## config.mk

```make
export PLATFORM = sky130hd
export DESIGN_NAME = vfs_status_regs
export DESIGN_NICKNAME = d
export VERILOG_FILES = /design/src/verilog/vfs_pkg.sv /design/src/verilog/vfs_flag_bank.sv /design/src/verilog/vfs_status_regs.sv
export SDC_FILE = /design/constraint.sdc
export NUM_CORES = 1
export LEC_CHECK = 0
export ABC_AREA = 1
export BUFFER_PORTS_ARGS = -buffer_cell sky130_fd_sc_hd__buf_2
export CORE_MARGIN = 5
export CORE_UTILIZATION = 41
export DETAILED_ROUTE_END_ITERATION = 16
export GPL_TIMING_DRIVEN = 0
export PLACE_DENSITY = 0.78
export SLEW_MARGIN = 20
export SYNTH_ARGS = -nofsm -noshare
export SYNTH_HDL_FRONTEND = slang
export SYNTH_SLANG_ARGS = --single-unit
```

## constraint.sdc

```tcl
create_clock -name i_clk -period 1.2 [get_ports i_clk]
set_input_delay 0.12 -clock i_clk [delete_from_list [all_inputs] [get_ports i_clk]]
set_output_delay 0.12 -clock i_clk [all_outputs]
set_load 0.03 [all_outputs]
```

## src/verilog/vfs_pkg.sv

```systemverilog
/*
 * Shared constants for the voltage fault status flag block: register
 * command codes, channel count and reset values.
 * Assumes the serial host front end presents decoded command codes.
 */
package vfs_pkg;

    // channels per fault class and register data width
    localparam int VFS_NUM_CH = 6;
    localparam int VFS_DATA_W = 8;
    localparam int VFS_ADDR_W = 8;
    localparam int VFS_NUM_CLASS = 3;

    // command codes of the three status registers
    localparam logic [7:0] VFS_OFF_HF_UNDERVOLT = 8'h12;
    localparam logic [7:0] VFS_OFF_LF_UNDERVOLT = 8'h14;
    localparam logic [7:0] VFS_OFF_HF_OVERVOLT = 8'h16;

    // class index, also the summary bit position
    localparam int VFS_CLS_HF_UV = 0;
    localparam int VFS_CLS_LF_UV = 1;
    localparam int VFS_CLS_HF_OV = 2;

    // reset values
    localparam logic [5:0] VFS_FLAG_RST = 6'h00;
    localparam logic [7:0] VFS_RDATA_RST = 8'h00;
    localparam logic [1:0] VFS_RSVD_BITS = 2'h0;

endpackage

```

## src/verilog/vfs_flag_bank.sv

```systemverilog
/*
 * One bank of six sticky fault flags with write-1-to-clear that only
 * takes effect in high-power mode once the fault has gone.
 * Assumes fault and enable inputs are synchronous to i_clk.
 */
`timescale 1ns/1ps
module vfs_flag_bank import vfs_pkg::*; (
    // clock and reset
    input wire logic i_clk,
    input wire logic i_rst_n,
    // fault conditions and enables
    input wire logic [VFS_NUM_CH-1:0] i_fault,
    input wire logic [VFS_NUM_CH-1:0] i_enable,
    input wire logic i_high_power_mode,
    // host clear request
    input wire logic i_clr_stb,
    input wire logic [VFS_NUM_CH-1:0] i_clr_mask,
    // flags
    output logic [VFS_NUM_CH-1:0] o_flags
);

    typedef struct packed {
        logic [VFS_NUM_CH-1:0] flags;
    } vfs_bank_s;

    vfs_bank_s st;
    vfs_bank_s next_st;
    logic [VFS_NUM_CH-1:0] set_vec;
    logic [VFS_NUM_CH-1:0] clr_vec;

    // set wins over clear, so a fault in the clear cycle is never lost
    always_comb begin
        next_st = st;
        set_vec = i_fault & i_enable;
        clr_vec = '0;
        // gated clear: a 0 bit or 0 data does nothing
        if (i_clr_stb && i_high_power_mode) begin
            clr_vec = i_clr_mask & ~i_fault;
        end
        next_st.flags = ((st.flags & ~clr_vec) | set_vec) & i_enable;
    end

    always_ff @(posedge i_clk) begin
        if (!i_rst_n) begin
            st <= '{flags: VFS_FLAG_RST};
        end else begin
            st <= next_st;
        end
    end

    assign o_flags = st.flags;

    property p_disabled_zero;
        @(posedge i_clk) disable iff (!i_rst_n)
        1 |=> (o_flags & ~$past(i_enable)) == '0;
    endproperty
    a_disabled_zero: assert property (p_disabled_zero)
        else $error("flag set while its enable is clear");

    property p_sticky;
        @(posedge i_clk) disable iff (!i_rst_n)
        !i_clr_stb |=> ($past(o_flags) & $past(i_enable) & ~o_flags) == '0;
    endproperty
    a_sticky: assert property (p_sticky)
        else $error("flag dropped without a host clear");

    property p_zero_write;
        @(posedge i_clk) disable iff (!i_rst_n)
        i_clr_stb |=> ($past(o_flags) & $past(i_enable)
            & ~$past(i_clr_mask) & ~o_flags) == '0;
    endproperty
    a_zero_write: assert property (p_zero_write)
        else $error("writing 0 changed a flag");

endmodule

```

## src/verilog/vfs_status_regs.sv

```systemverilog
/*
 * Voltage fault status registers: three banks of six sticky flags,
 * read and write-1-to-clear by command code, plus monitor summary.
 * Assumes the host front end gives one-cycle read and write strobes
 * with an 8-bit command code, and comparator outputs are synchronous.
 */
// Functional notes
// - HF under-voltage on channel x sets bit x-1 of its status register.
// - LF under-voltage on channel x sets bit x-1 of its status register.
// - HF over-voltage on channel x sets bit x-1 of its status register.
// - status bit stays 0 while its channel enable is cleared.
// - set bit stays set after fault ends; only host write 1 or clearing its enable clears.
// - writing 0, or 1 to a clear bit, has no effect.
// - HF under-voltage clear needs high-power mode and fault gone.
// - LF under-voltage clear needs high-power mode and fault gone.
// - HF over-voltage clear needs high-power mode and fault gone.
// - summary bits 0,1,2 are OR of each status register.
`timescale 1ns/1ps
module vfs_status_regs import vfs_pkg::*; (
    // clock and reset
    input wire logic i_clk,
    input wire logic i_rst_n,
    // comparator outputs, high while the fault condition holds
    input wire logic [VFS_NUM_CH-1:0] i_hf_undervolt,
    input wire logic [VFS_NUM_CH-1:0] i_lf_undervolt,
    input wire logic [VFS_NUM_CH-1:0] i_hf_overvolt,
    // per-channel enables
    input wire logic [VFS_NUM_CH-1:0] i_hf_undervolt_enable,
    input wire logic [VFS_NUM_CH-1:0] i_lf_undervolt_enable,
    input wire logic [VFS_NUM_CH-1:0] i_hf_overvolt_enable,
    // power mode
    input wire logic i_high_power_mode,
    // register access from the host front end
    input wire logic [VFS_ADDR_W-1:0] i_reg_addr,
    input wire logic i_reg_wr,
    input wire logic [VFS_DATA_W-1:0] i_reg_wdata,
    input wire logic i_reg_rd,
    output logic [VFS_DATA_W-1:0] o_reg_rdata,
    output logic o_reg_rvalid,
    // flags and summary
    output logic [VFS_NUM_CH-1:0] o_hf_undervolt_flag,
    output logic [VFS_NUM_CH-1:0] o_lf_undervolt_flag,
    output logic [VFS_NUM_CH-1:0] o_hf_overvolt_flag,
    output logic [VFS_NUM_CLASS-1:0] o_monitor_summary
);

    typedef struct packed {
        logic [VFS_DATA_W-1:0] rdata;
        logic rvalid;
    } vfs_rd_s;

    vfs_rd_s st;
    vfs_rd_s next_st;

    // one-hot class select from a command code, zero when unmapped
    function automatic logic [VFS_NUM_CLASS-1:0] vfs_class_hit(
        input logic [VFS_ADDR_W-1:0] addr
    );
        logic [VFS_NUM_CLASS-1:0] hit;
        hit = '0;
        case (addr)
            VFS_OFF_HF_UNDERVOLT: hit[VFS_CLS_HF_UV] = 1'b1;
            VFS_OFF_LF_UNDERVOLT: hit[VFS_CLS_LF_UV] = 1'b1;
            VFS_OFF_HF_OVERVOLT: hit[VFS_CLS_HF_OV] = 1'b1;
            default: hit = '0;
        endcase
        return hit;
    endfunction

    logic [VFS_NUM_CLASS-1:0][VFS_NUM_CH-1:0] fault_vec;
    logic [VFS_NUM_CLASS-1:0][VFS_NUM_CH-1:0] enable_vec;
    logic [VFS_NUM_CLASS-1:0][VFS_NUM_CH-1:0] flag_vec;
    logic [VFS_NUM_CLASS-1:0] wr_hit;
    logic [VFS_NUM_CLASS-1:0] rd_hit;

    // gather the three classes so one loop serves them all
    // per-class fault sets
    assign fault_vec = {i_hf_overvolt, i_lf_undervolt, i_hf_undervolt};
    assign enable_vec = {i_hf_overvolt_enable, i_lf_undervolt_enable,
        i_hf_undervolt_enable};
    assign wr_hit = i_reg_wr ? vfs_class_hit(i_reg_addr) : '0;
    assign rd_hit = vfs_class_hit(i_reg_addr);

    // one sticky bank per fault class; bits 7:6 of data are reserved
    genvar g;
    generate
        for (g = 0; g < VFS_NUM_CLASS; g++) begin : g_bank
            vfs_flag_bank u_bank (
                .i_clk(i_clk),
                .i_rst_n(i_rst_n),
                .i_fault(fault_vec[g]),
                .i_enable(enable_vec[g]),
                .i_high_power_mode(i_high_power_mode),
                .i_clr_stb(wr_hit[g]),
                .i_clr_mask(i_reg_wdata[VFS_NUM_CH-1:0]),
                .o_flags(flag_vec[g])
            );
            assign o_monitor_summary[g] = |flag_vec[g];
        end
    endgenerate

    assign o_hf_undervolt_flag = flag_vec[VFS_CLS_HF_UV];
    assign o_lf_undervolt_flag = flag_vec[VFS_CLS_LF_UV];
    assign o_hf_overvolt_flag = flag_vec[VFS_CLS_HF_OV];

    // read path; a read in the same cycle as a clear sees the old value
    always_comb begin
        next_st = st;
        next_st.rvalid = i_reg_rd;
        if (i_reg_rd) begin
            next_st.rdata = VFS_RDATA_RST; // unmapped codes read zero
            for (int k = 0; k < VFS_NUM_CLASS; k++) begin
                if (rd_hit[k]) begin
                    next_st.rdata = {VFS_RSVD_BITS, flag_vec[k]};
                end
            end
        end
    end

    always_ff @(posedge i_clk) begin
        if (!i_rst_n) begin
            st <= '{rdata: VFS_RDATA_RST, rvalid: 1'b0};
        end else begin
            st <= next_st;
        end
    end

    assign o_reg_rdata = st.rdata;
    assign o_reg_rvalid = st.rvalid;

    // helper terms watched by the checks below
    logic [VFS_NUM_CH-1:0] hf_uv_set;
    logic [VFS_NUM_CH-1:0] lf_uv_set;
    logic [VFS_NUM_CH-1:0] hf_ov_set;
    logic [VFS_NUM_CH-1:0] hf_uv_clr;
    logic [VFS_NUM_CH-1:0] lf_uv_clr;
    logic [VFS_NUM_CH-1:0] hf_ov_clr;
    logic [VFS_NUM_CH-1:0] hf_uv_hold;

    assign hf_uv_set = i_hf_undervolt & i_hf_undervolt_enable;
    assign lf_uv_set = i_lf_undervolt & i_lf_undervolt_enable;
    assign hf_ov_set = i_hf_overvolt & i_hf_overvolt_enable;
    assign hf_uv_clr = (wr_hit[VFS_CLS_HF_UV] && i_high_power_mode) ?
        (i_reg_wdata[VFS_NUM_CH-1:0] & ~i_hf_undervolt) : '0;
    assign lf_uv_clr = (wr_hit[VFS_CLS_LF_UV] && i_high_power_mode) ?
        (i_reg_wdata[VFS_NUM_CH-1:0] & ~i_lf_undervolt) : '0;
    assign hf_ov_clr = (wr_hit[VFS_CLS_HF_OV] && i_high_power_mode) ?
        (i_reg_wdata[VFS_NUM_CH-1:0] & ~i_hf_overvolt) : '0;
    assign hf_uv_hold = o_hf_undervolt_flag & i_hf_undervolt_enable;

    property p_hf_uv_set;
        @(posedge i_clk) disable iff (!i_rst_n)
        hf_uv_set != '0 |=> (o_hf_undervolt_flag & $past(hf_uv_set))
            == $past(hf_uv_set);
    endproperty
    a_hf_uv_set: assert property (p_hf_uv_set)
        else $error("hf under-voltage fault did not set its flag");

    property p_lf_uv_set;
        @(posedge i_clk) disable iff (!i_rst_n)
        lf_uv_set != '0 |=> (o_lf_undervolt_flag & $past(lf_uv_set))
            == $past(lf_uv_set);
    endproperty
    a_lf_uv_set: assert property (p_lf_uv_set)
        else $error("lf under-voltage fault did not set its flag");

    property p_hf_ov_set;
        @(posedge i_clk) disable iff (!i_rst_n)
        hf_ov_set != '0 |=> (o_hf_overvolt_flag & $past(hf_ov_set))
            == $past(hf_ov_set);
    endproperty
    a_hf_ov_set: assert property (p_hf_ov_set)
        else $error("hf over-voltage fault did not set its flag");

    property p_hf_uv_clr;
        @(posedge i_clk) disable iff (!i_rst_n)
        hf_uv_clr != '0 |=> (o_hf_undervolt_flag & $past(hf_uv_clr)) == '0;
    endproperty
    a_hf_uv_clr: assert property (p_hf_uv_clr)
        else $error("hf under-voltage clear not taken");

    property p_hf_uv_lpm_hold;
        @(posedge i_clk) disable iff (!i_rst_n)
        (!i_high_power_mode && i_reg_wr) |=>
            (o_hf_undervolt_flag & $past(hf_uv_hold)) == $past(hf_uv_hold);
    endproperty
    a_hf_uv_lpm_hold: assert property (p_hf_uv_lpm_hold)
        else $error("hf under-voltage cleared outside high-power mode");

    property p_lf_uv_clr;
        @(posedge i_clk) disable iff (!i_rst_n)
        lf_uv_clr != '0 |=> (o_lf_undervolt_flag & $past(lf_uv_clr)) == '0;
    endproperty
    a_lf_uv_clr: assert property (p_lf_uv_clr)
        else $error("lf under-voltage clear not taken");

    property p_hf_ov_clr;
        @(posedge i_clk) disable iff (!i_rst_n)
        hf_ov_clr != '0 |=> (o_hf_overvolt_flag & $past(hf_ov_clr)) == '0;
    endproperty
    a_hf_ov_clr: assert property (p_hf_ov_clr)
        else $error("hf over-voltage clear not taken");

    property p_summary;
        @(posedge i_clk) disable iff (!i_rst_n)
        $rose(o_hf_overvolt_flag != '0) |-> o_monitor_summary[2] ##1
            (o_monitor_summary[2] == (o_hf_overvolt_flag != '0));
    endproperty
    a_summary: assert property (p_summary)
        else $error("summary bit does not follow its status register");

    property p_reset_clear;
        @(posedge i_clk)
        !i_rst_n |=> (flag_vec == '0) && !o_reg_rvalid;
    endproperty
    a_reset_clear: assert property (p_reset_clear)
        else $error("status not cleared by reset");

    property p_read_data;
        @(posedge i_clk) disable iff (!i_rst_n)
        (i_reg_rd && i_reg_addr == VFS_OFF_LF_UNDERVOLT) |=> o_reg_rvalid
            && o_reg_rdata == {VFS_RSVD_BITS, $past(o_lf_undervolt_flag)};
    endproperty
    a_read_data: assert property (p_read_data)
        else $error("read data does not show the status register");

endmodule

```

## Yosys cells after proc, flatten, opt, wreduce, memory -nomap -nowiden

Cells that the tools add are included.

| word-level totals | value |
|---|---|
| bits in registers | 27 |
| RAM bits | 0 |
| input bits | 57 |
| ROM bits | 0 |
| output and inout bits | 30 |
| memories | 0 |
| word-level logic and storage cells | 45 |
| bits in latches | 0 |

| operators by class | value |
|---|---|
| multiplexer cells | 10 |
| add/sub/neg operators | 0 |
| $lt $le $gt $ge | 0 |
| div/mod/pow operators | 0 |
| eq/ne operators | 3 |
| $mul | 0 |
| reduce and logical (&&, ||, !) cells | 6 |
| bitwise logic cells | 21 |
| shift operators | 0 |

Operator list:

| kind | number |
|---|---|
| $and 6x6->6 | 12 |
| $not 6->6 | 6 |
| $eq 8x5->1 const B | 3 |
| $mux 6 | 4 |
| $or 6x6->6 | 3 |
| $reduce_or 6->1 | 3 |
| $mux 8 | 2 |
| $logic_and 1x1->1 | 3 |
| $mux 1 | 3 |
| $mux 3 | 1 |

## Logic depth before layout (Yosys ltp)

Gate-level depths: netlist (run 1).

| logic depth | value |
|---|---|
| depth after elaboration | 9 |
| depth in mapped cells | 9 |
| gate-level depth less buffers | 8 |

## Modules after synthesis

A second synthesis (run 1) with hierarchy kept.

| unflattened totals | value |
|---|---|
| cells, all modules | 213 |
| area total of the unflattened synthesis | 1432.6 um2 |

By module, submodules not included:

| module | sequential area each (um2) | instances | cells an instance | area each (um2) |
|---|---|---|---|---|
| vfs_flag_bank | 120.1 | 3 | 36 | 270.3 |
| vfs_status_regs | 140.1 | 1 | 105 | 621.8 |

## Least setup slack after synthesis (run 1)

OpenSTA, ideal clock, no wires.

| timing path | value |
|---|---|
| path kind | register to output |
| start point | reg g_bank[2].u_bank.st (netlist bit g_bank[2].u_bank.o_flags[2]) |
| end point | out o_monitor_summary[2] |
| data arrival time | 0.983 ns |
| path buffers | 0 |
| required time | 1.080 ns |
| path slack | 0.097 ns |
| cell stages (with the launch flop) | 3 |
| cells stage by stage | dfxtp_1 > nor4_1 > nand3_1 |

| on the way | value |
|---|---|
| cells in the longest elaborated chain, start to end | 1 |

Ends and longest elaborated chain:

| item | line | RTL |
|---|---|---|
| start: declaration | vfs_flag_bank.sv:26 | `vfs_bank_s st;` |
| start signal: assignment | vfs_flag_bank.sv:45 | `st <= '{flags: VFS_FLAG_RST};` |
| start signal: assignment | vfs_flag_bank.sv:47 | `st <= next_st;` |
| $reduce_or 6->1 | vfs_status_regs.sv:98 | `assign o_monitor_summary[g] = \|flag_vec[g];` |
| end: declaration | vfs_status_regs.sv:44 | `output logic [VFS_NUM_CLASS-1:0] o_monitor_summary` |

No other way between the ends.

## Worst setup path in the final report (run 1)

| timing path | value |
|---|---|
| start point | reg g_bank[1].u_bank.st (netlist bit g_bank[1].u_bank.o_flags[0]) |
| end point | out o_monitor_summary[1] |

| on the way | value |
|---|---|
| cells in the longest elaborated chain, start to end | 1 |

Ends and longest elaborated chain:

| item | line |
|---|---|
| start: declaration | vfs_flag_bank.sv:26 |
| start signal: assignment | vfs_flag_bank.sv:45 |
| start signal: assignment | vfs_flag_bank.sv:47 |
| $reduce_or 6->1 | vfs_status_regs.sv:98 |

No other way between the ends.

==> results_dict.tcl, run 1 <==
set metrics [dict create \
    initial_utilization_pct 43.09 \
    antenna_found_initial 0 \
    arrival_ns 1.23 \
    cts-root-buf "clkbuf_4" \
    wl_met1_mm 1.904 \
    fp.dieArea_um2 4472 \
    ys_ff_latch 25 \
    finalHoldViolCount 0 \
    holdPathStages 3 \
    clock_skew_ns 0.008924 \
    max_cap_viol_count 0 \
    antenna_cells 0 \
    clock_sinks 25 \
    wl_per_cell_um 13.51 \
    crit_path_end_kind "primary output" \
    cts_tree "yes" \
    grt-ovfl-total 0 \
    post-route-period-util_pct 112.3 \
    period_minus_slack_ns 1.348 \
    top_layer "met4" \
    postSynthCellCount 197 \
    setup_ws_ns -0.1478 \
    layout_common_cells "buf_2, nand2_1, dlygate4sd3_1, a21oi_1, nand3_1" \
    cts_buffer_depth 2 \
    drv_slew 0 \
    crit_type "flip-flop to primary output" \
    core_area_um2 3078 \
    start_kind "flip-flop" \
    finalSetupViolCount 4 \
    finalSetupTns_ns -0.3804 \
    grt_setup_unrepaired "yes" \
    cp.required_ns 1.08 \
    cts_buffers 3 \
    clkLatencyLatePin_ns 0.33 \
    reg2reg_from "g_bank[0].u_bank.o_flags[5]" \
    grt.total_usage_pct 21.19 \
    post_synth.cell_area_avg_um2 6.732 \
    r2r_slack_ns 0.22 \
    fmax_ghz 0.7420 \
    hp-class "input pin to flip-flop" \
    gp_congestion 0.8838 \
    drc 0 \
    wl_met3_um 365 \
    mostFrequentLayoutCell "buf_2" \
    drive_gt1_share_pct 38.80 \
    die_x_um 66.88 \
    num_rows 20 \
    violations "setup timing" \
    ys_seq_area_share_pct 37.74 \
    final_util_pct 71.67 \
    worstHoldStart "i_hf_overvolt[5]" \
    grt_pass1_vias 1660 \
    status "finished, violations left" \
    hpwl_mm 3.240 \
    r2r-end "o_reg_rdata[5]" \
    clk_pin_slew_ns 0.13 \
    io_pins 87 \
    path_max_fanout 3 \
    synth_cell_types 16 \
    cts_max_level 1 \
    reg2reg_depth 6 \
    die_h_um 66.88 \
    min_to "g_bank[2].u_bank.o_flags[5]" \
    grt_max_degree 15 \
    syn_to_final_growth_pct 66.32 \
    syn-cell-area_um2 1326 \
    route.vias.total 1739 \
    power.total_mw 1.801 \
    dr.pass1.iters 4 \
    vias_per_cell 4.817 \
    dp_slack_ns -0.05925 \
    ys_warn_count 0 \
    nets 375 \
    totalWireLength_mm 4.878 \
    final_antenna_net_count 0 \
    power_leakage_nw 1.140 \
    detail_route.iter0.violations 89 \
    p_per_area_nw_per_um2 816.4 \
    grt_first_pass_wirelength_mm 7.203 \
    vdd_ir_drop_max_mv 0.7936 \
    io_buffers 80 \
    dr_wl_met2_mm 2.487 \
]
## per-layer routing
metal | GRT usage (%) | vias up
met4 | 6.076 | 0
met5 | 0 | -
met3 | 6.071 | 10
met2 | 38.37 | 84
li1 | - | 858
met1 | 23.86 | 787
## cells in the mapped netlist, drive strengths merged
master | number | area, um2
a21oi | 24 | 120.1
clkbuf | 3 | 11.26
inv | 18 | 67.56
conb | 1 | 3.750
nor2 | 27 | 153.9
dfxtp | 25 | 500.5
nand2 | 67 | 281.5
nand3 | 21 | 105.1
nand3b | 4 | 30.03
buf | 4 | 33.78
nor4 | 3 | 18.77
## stage by stage
stage,cell area [um2],hold WS (ns),cells
2_1_floorplan,1330,0.2374,198
3_3_place_gp,1785,0.3243,322
3_5_place_dp,1785,0.3312,322
4_1_cts,2106,0.00002556,352
5_1_grt,2206,-0.01129,361
6_report,2206,0.004931,361
## what timing repair did
action,4_1_cts,5_1_grt
hold buffers,19,7
gates resized for setup,18,4
pin swaps,5,2
setup endpoints to repair,3,4
hold endpoints to repair,14,7
buffers inserted,7,2
gates cloned,0,0
## worst max path at each step
stage                                     start                     endpoint  cells after the start  slack [ns]
CTS                 g_bank[2].u_bank.o_flags[5]         o_monitor_summary[2]                      3       -0.14
floorplan           g_bank[2].u_bank.o_flags[2]         o_monitor_summary[2]                      2         0.1
finish              g_bank[1].u_bank.o_flags[0]         o_monitor_summary[1]                      3       -0.15
global placement                  i_reg_addr[3]  g_bank[2].u_bank.o_flags[1]                      9       -0.02
global route        g_bank[1].u_bank.o_flags[0]         o_monitor_summary[1]                      3       -0.23
detailed placement                i_reg_addr[3]  g_bank[2].u_bank.o_flags[1]                      9       -0.06
## registers in the layout, indices dropped and copies added, names as in the netlist
register               flops
o_reg_rvalid               1
g_bank.u_bank.o_flags     18
o_reg_rdata                6
## report_power, final
part	switching, mW	internal [mW]
sequential	0.0323	0.862
clock	0.262	0.125
combinational	0.278	0.242
total	0.572	1.23
## cells by family (layout without fill, tap and decap cells)
logic type	after synthesis	after routing	synth area share, %
and+or+nand+nor	122	122	44.43
DFF	25	25	37.74
buffers and inverters	25	144	8.490
AOI/OAI and AO/OA	24	24	9.057
other	1	2	0.2827
## final cells by class
cell class	instances	area (um2)
Multi-Input combinational cell	148	744.5
Inverter	18	67.56
Fill cell	256	872.1
Clock buffer	3	22.52
Timing Repair Buffer	115	749.5
Tap cell	44	55.05
Buffer	7	45.04
Sequential cell	25	516.7
Clock inverter	1	5.005
## critical path, cell delays in order (launching register included)
cell and delay, ns:
dfxtp_4 0.38, nor4_4 0.28, nand2_1 0.10, buf_6 0.15
Power figures use the tool's default switching activity.
==> run 2: changes to the inputs <==
--- a/config.mk
+++ b/config.mk
@@ -12,6 +12,7 @@
 export DETAILED_ROUTE_END_ITERATION = 16
 export GPL_TIMING_DRIVEN = 0
 export PLACE_DENSITY = 0.78
+export SKIP_CTS_REPAIR_TIMING = 1
 export SLEW_MARGIN = 20
 export SYNTH_ARGS = -nofsm -noshare
 export SYNTH_HDL_FRONTEND = slang
==> results_dict.tcl, run 2 (synthesis gave the netlist of run 1 again) <==
set metrics [dict create \
    cp.required_ns 1.08 \
    grt_pass1_vias 1440 \
    antenna_found_initial 0 \
    power.total_mw 1.767 \
    initial_utilization_pct 43.09 \
    p_per_area_nw_per_um2 830.8 \
    core_area_um2 3078 \
    cts-root-buf "clkbuf_4" \
    place_inst 322 \
    path_max_fanout 3 \
    clk_pin_slew_ns 0.15 \
    clock_sinks 25 \
    violations "hold timing, setup timing" \
    detail_route.iter0.violations 53 \
    clkLatencyLatePin_ns 0.33 \
    dr.pass1.iters 5 \
    finalSetupTns_ns -0.3971 \
    grt-ovfl-total 0 \
    final_antenna_net_count 0 \
    antenna_cells 0 \
    wl_per_cell_um 13.28 \
    fillers 268 \
    num_rows 20 \
    power_leakage_nw 1.099 \
    holdWs_ns -0.006219 \
    cts_tree "yes" \
    mostFrequentLayoutCell "buf_2" \
    hpwl_mm 3.240 \
    cts_buffer_depth 2 \
    post-route-period-util_pct 117.9 \
    die_x_um 66.88 \
    finalNonFillerCells 353 \
    r2r_slack_ns 0.27 \
    grt_max_degree 15 \
    fmax_ghz 0.7067 \
    nets 367 \
    grt.total_usage_pct 17.44 \
    worst_pin_slew_ns 0.5015 \
    place_area_um2 1785 \
    period_minus_slack_ns 1.415 \
    fp.dieArea_um2 4472 \
    die_h_um 66.88 \
    syn_to_final_growth_pct 60.38 \
    vdd_ir_drop_max_mv 0.7639 \
    postLayoutCellArea_um2 2127 \
    dp_slack_ns -0.05925 \
    arrival_ns 1.29 \
    gp_congestion 0.8838 \
    crit_path_end_kind "primary output" \
    slew_headroom_pct 66.57 \
    drc 0 \
    io_pins 87 \
    grt_setup_unrepaired "yes" \
    totalWireLength_mm 4.687 \
    start_kind "flip-flop" \
    largest_reg_flops 18 \
    vias_per_cell 4.720 \
    finalHoldViolCount 1 \
    crit_type "flip-flop to primary output" \
    route.vias.total 1666 \
    cts_buffers 3 \
    finalSetupViolCount 3 \
    cts_max_level 1 \
    max_cap_viol_count 0 \
    hp-class "input pin to flip-flop" \
    drive_gt1_share_pct 37.86 \
    drv_slew 0 \
    setup_ws_ns -0.2149 \
    layout_common_cells "buf_2, nand2_1, a21oi_1, dlygate4sd3_1, nand3_1" \
    io_buffers 80 \
    grt_first_pass_wirelength_mm 5.989 \
    clock_skew_ns 0.01379 \
    status "finished, violations left" \
]
==> run 2: layout make-up <==
type,count,area [um2],share of cell area (%)
Clock buffer,3,22.52,1.059
Sequential cell,25,519.2,24.41
Timing Repair Buffer,107,676.9,31.82
Buffer,7,45.04,2.118
Clock inverter,1,5.005,0.2353
Inverter,18,67.56,3.176
Tap cell,44,55.05,2.588
Multi-Input combinational cell,148,735.7,34.59
==> run 2: power breakdown <==
group	total (mW)	internal, mW	leakage (nW)	switching, mW
clock network	0.387	0.125	0.0177	0.262
logic	0.489	0.222	0.873	0.266
registers	0.892	0.858	0.209	0.0336
==> run 2: final timing paths <==
kind	depth (start not counted)	end	startpoint
setup / recovery	3	o_monitor_summary[2]	g_bank[2].u_bank.o_flags[1]
hold / removal	3	g_bank[2].u_bank.o_flags[2]	i_hf_overvolt[2]
setup reg to reg	6	o_reg_rdata[1]	g_bank[2].u_bank.o_flags[1]
hold reg to reg	2	o_reg_rdata[2]	o_reg_rdata[2]
==> run 2: per-stage QoR <==
step | util, % | hold WS (ns)
floorplan | - | 0.2374
global placement | 58.01 | 0.3243
detailed placement | 58.01 | 0.3312
CTS | 58.90 | -0.01609
global route | 69.11 | 0.005360
finish | 69.11 | -0.006219
==> run 2: layer usage <==
| layer | global-route usage (%) | vias up | wire length, um |
|---|---|---|---|
| met3 | 6.071 | 6 | 307 |
| met4 | 2.532 | 0 | 21 |
| li1 | - | 848 | - |
| met5 | 0 | - | 0 |
| met1 | 19.69 | 746 | 1887 |
| met2 | 31.93 | 66 | 2471 |
==> run 2: worst max-delay path, stage by stage (launching register included) <==
cell and delay, ns:
dfxtp_4 0.37, nor4_2 0.27, nand3_1 0.16, buf_6 0.17
==> run 3: changes to the inputs <==
--- a/config.mk
+++ b/config.mk
@@ -11,7 +11,7 @@
 export CORE_UTILIZATION = 41
 export DETAILED_ROUTE_END_ITERATION = 16
 export GPL_TIMING_DRIVEN = 0
-export PLACE_DENSITY = 0.78
+export PLACE_DENSITY_LB_ADDON = 0.25
 export SKIP_CTS_REPAIR_TIMING = 1
 export SLEW_MARGIN = 20
 export SYNTH_ARGS = -nofsm -noshare
==> results_dict.tcl, run 3 (synthesis gave the netlist of run 1 again) <==
set metrics [dict create \
    status "finished, violations left" \
    violations "setup timing" \
    arrival_ns 1.24 \
    clkLatencyLatePin_ns 0.31 \
    gp_congestion 0.8061 \
    vdd_ir_drop_max_mv 0.5652 \
    p_clk_share_pct 21.9 \
    grt_first_pass_wirelength_mm 6.147 \
    switching_share_pct 30.91 \
    vias_per_cell 4.593 \
    cts-root-buf "clkbuf_4" \
    period_minus_slack_ns 1.359 \
    power_leakage_nw 1.028 \
    clk_pin_slew_ns 0.13 \
    use_met3_pct 4.384 \
    final_antenna_net_count 0 \
    place_area_um2 1785 \
    r2r_slack_ns 0.19 \
    cts_max_level 1 \
    layout_common_cells "buf_2, nand2_1, a21oi_1, nand3_1, nor2_1" \
    finalHoldViolCount 0 \
    antenna_cells 0 \
    grt_setup_unrepaired "yes" \
    clock_sinks 25 \
    cts_buffer_depth 2 \
    finalSetupViolCount 4 \
    start_kind "flip-flop" \
    hp-class "input pin to flip-flop" \
    p_sw_mw 0.5274 \
    crit_path_end_kind "primary output" \
    crit_type "flip-flop to primary output" \
    core_area_um2 3078 \
    fmax_ghz 0.7358 \
    pwr-share-seq_pct 52.7 \
    nets 351 \
    detail_route.iter0.violations 74 \
    dr.pass1.iters 4 \
    place_inst 322 \
    wl_per_cell_um 11.98 \
    fp.dieArea_um2 4472 \
    die_x_um 66.88 \
    largest_reg_flops 18 \
    setup_ws_ns -0.1590 \
    busiest_layer "met2" \
    path_max_fanout 4 \
    drc 0 \
    use_met2_pct 31.81 \
    post-route-period-util_pct 113.3 \
    io_pins 87 \
    postLayoutCellArea_um2 1967 \
    cts_buffers 3 \
    grt_pass1_vias 1471 \
    grt-ovfl-total 0 \
    combinationalPowerShare_pct 25.3 \
    intPower_mw 1.179 \
    hpwl_mm 3.219 \
    drv_slew 0 \
    totalWireLength_mm 4.038 \
    cts_tree "yes" \
    syn_to_final_growth_pct 48.30 \
    p_per_area_nw_per_um2 867.4 \
    grt.total_usage_pct 17.83 \
    cp.required_ns 1.08 \
    grt_max_degree 14 \
    finalNonFillerCells 337 \
    gr-usage-met1_pct 21.41 \
    max_cap_viol_count 0 \
    route.vias.total 1548 \
    num_rows 20 \
    mostFrequentLayoutCell "buf_2" \
    die_h_um 66.88 \
    clock_skew_ns 0.002538 \
    drive_gt1_share_pct 39.25 \
    initial_utilization_pct 43.09 \
    antenna_found_initial 0 \
    io_buffers 80 \
]
-- run 3: cell count changes in the layout (fill, tap and decap cells not counted), moves of 2 or more --
cell / before / now
buf_4: 8 / 6
dfxtp_2: 3 / 7
dlygate4sd3_1: 22 / 8
dfxtp_4: 4 / 1
-- run 3: metal layers --
metal  share of wire (%)  wire, um  vias to the layer above
met5                   0         0                        -
met4                0.47        19                        0
met3                 8.7       351                        2
met2                  49      1965                       56
met1                  42      1702                      674
li1                    -         -                      816
-- run 3: worst paths after layout --
kind / start / end / cells after the start
max: g_bank[2].u_bank.o_flags[5] / o_monitor_summary[2] / 3
max reg2reg: g_bank[0].u_bank.o_flags[2] / o_reg_rdata[2] / 6
min: i_hf_overvolt[1] / g_bank[2].u_bank.o_flags[1] / 3
min reg2reg: o_reg_rdata[1] / o_reg_rdata[1] / 2
-- run 3: layout make-up --
class | count | area, um2
fill | 308 | 1111
multi-input combinational | 148 | 744.5
timing repair buffer | 91 | 515.5
sequential | 25 | 513.0
inverter | 18 | 67.56
tap | 44 | 55.05
buffer | 7 | 45.04
clock buffer | 4 | 26.28
-- run 3: power by group through the flow --
stage | registers (mW) | clock network [mW] | logic (mW)
finish | 0.900 | 0.374 | 0.432
global route | 0.905 | 0.419 | 0.473
CTS | 0.893 | 0.391 | 0.387
detailed placement | 0.912 | 0 | 0.385
global placement | 0.911 | 0 | 0.381
floorplan | 0.966 | 0 | 0.167
-- run 3: critical path, stage by stage (launching register included) --
cell and delay [ns]:
dfxtp_2 0.36, nor4_2 0.26, nand3_1 0.15, buf_6 0.16
-- run 3: per-stage QoR --
step / setup WS [ns] / utilization, % / power [mW] / hold WS (ns) / setup TNS [ns]
6_report: -0.1590 / 63.90 / 1.706 / 0.002269 / -0.3763
3_3_place_gp: -0.02919 / 58.01 / 1.292 / 0.3273 / -0.1077
3_5_place_dp: -0.04742 / 58.01 / 1.297 / 0.3283 / -0.2946
4_1_cts: -0.1860 / 58.86 / 1.671 / -0.01279 / -0.4512
2_1_floorplan: 0.09738 / - / 1.133 / 0.2374 / 0
5_1_grt: -0.2527 / 63.90 / 1.797 / 0.006935 / -0.6348
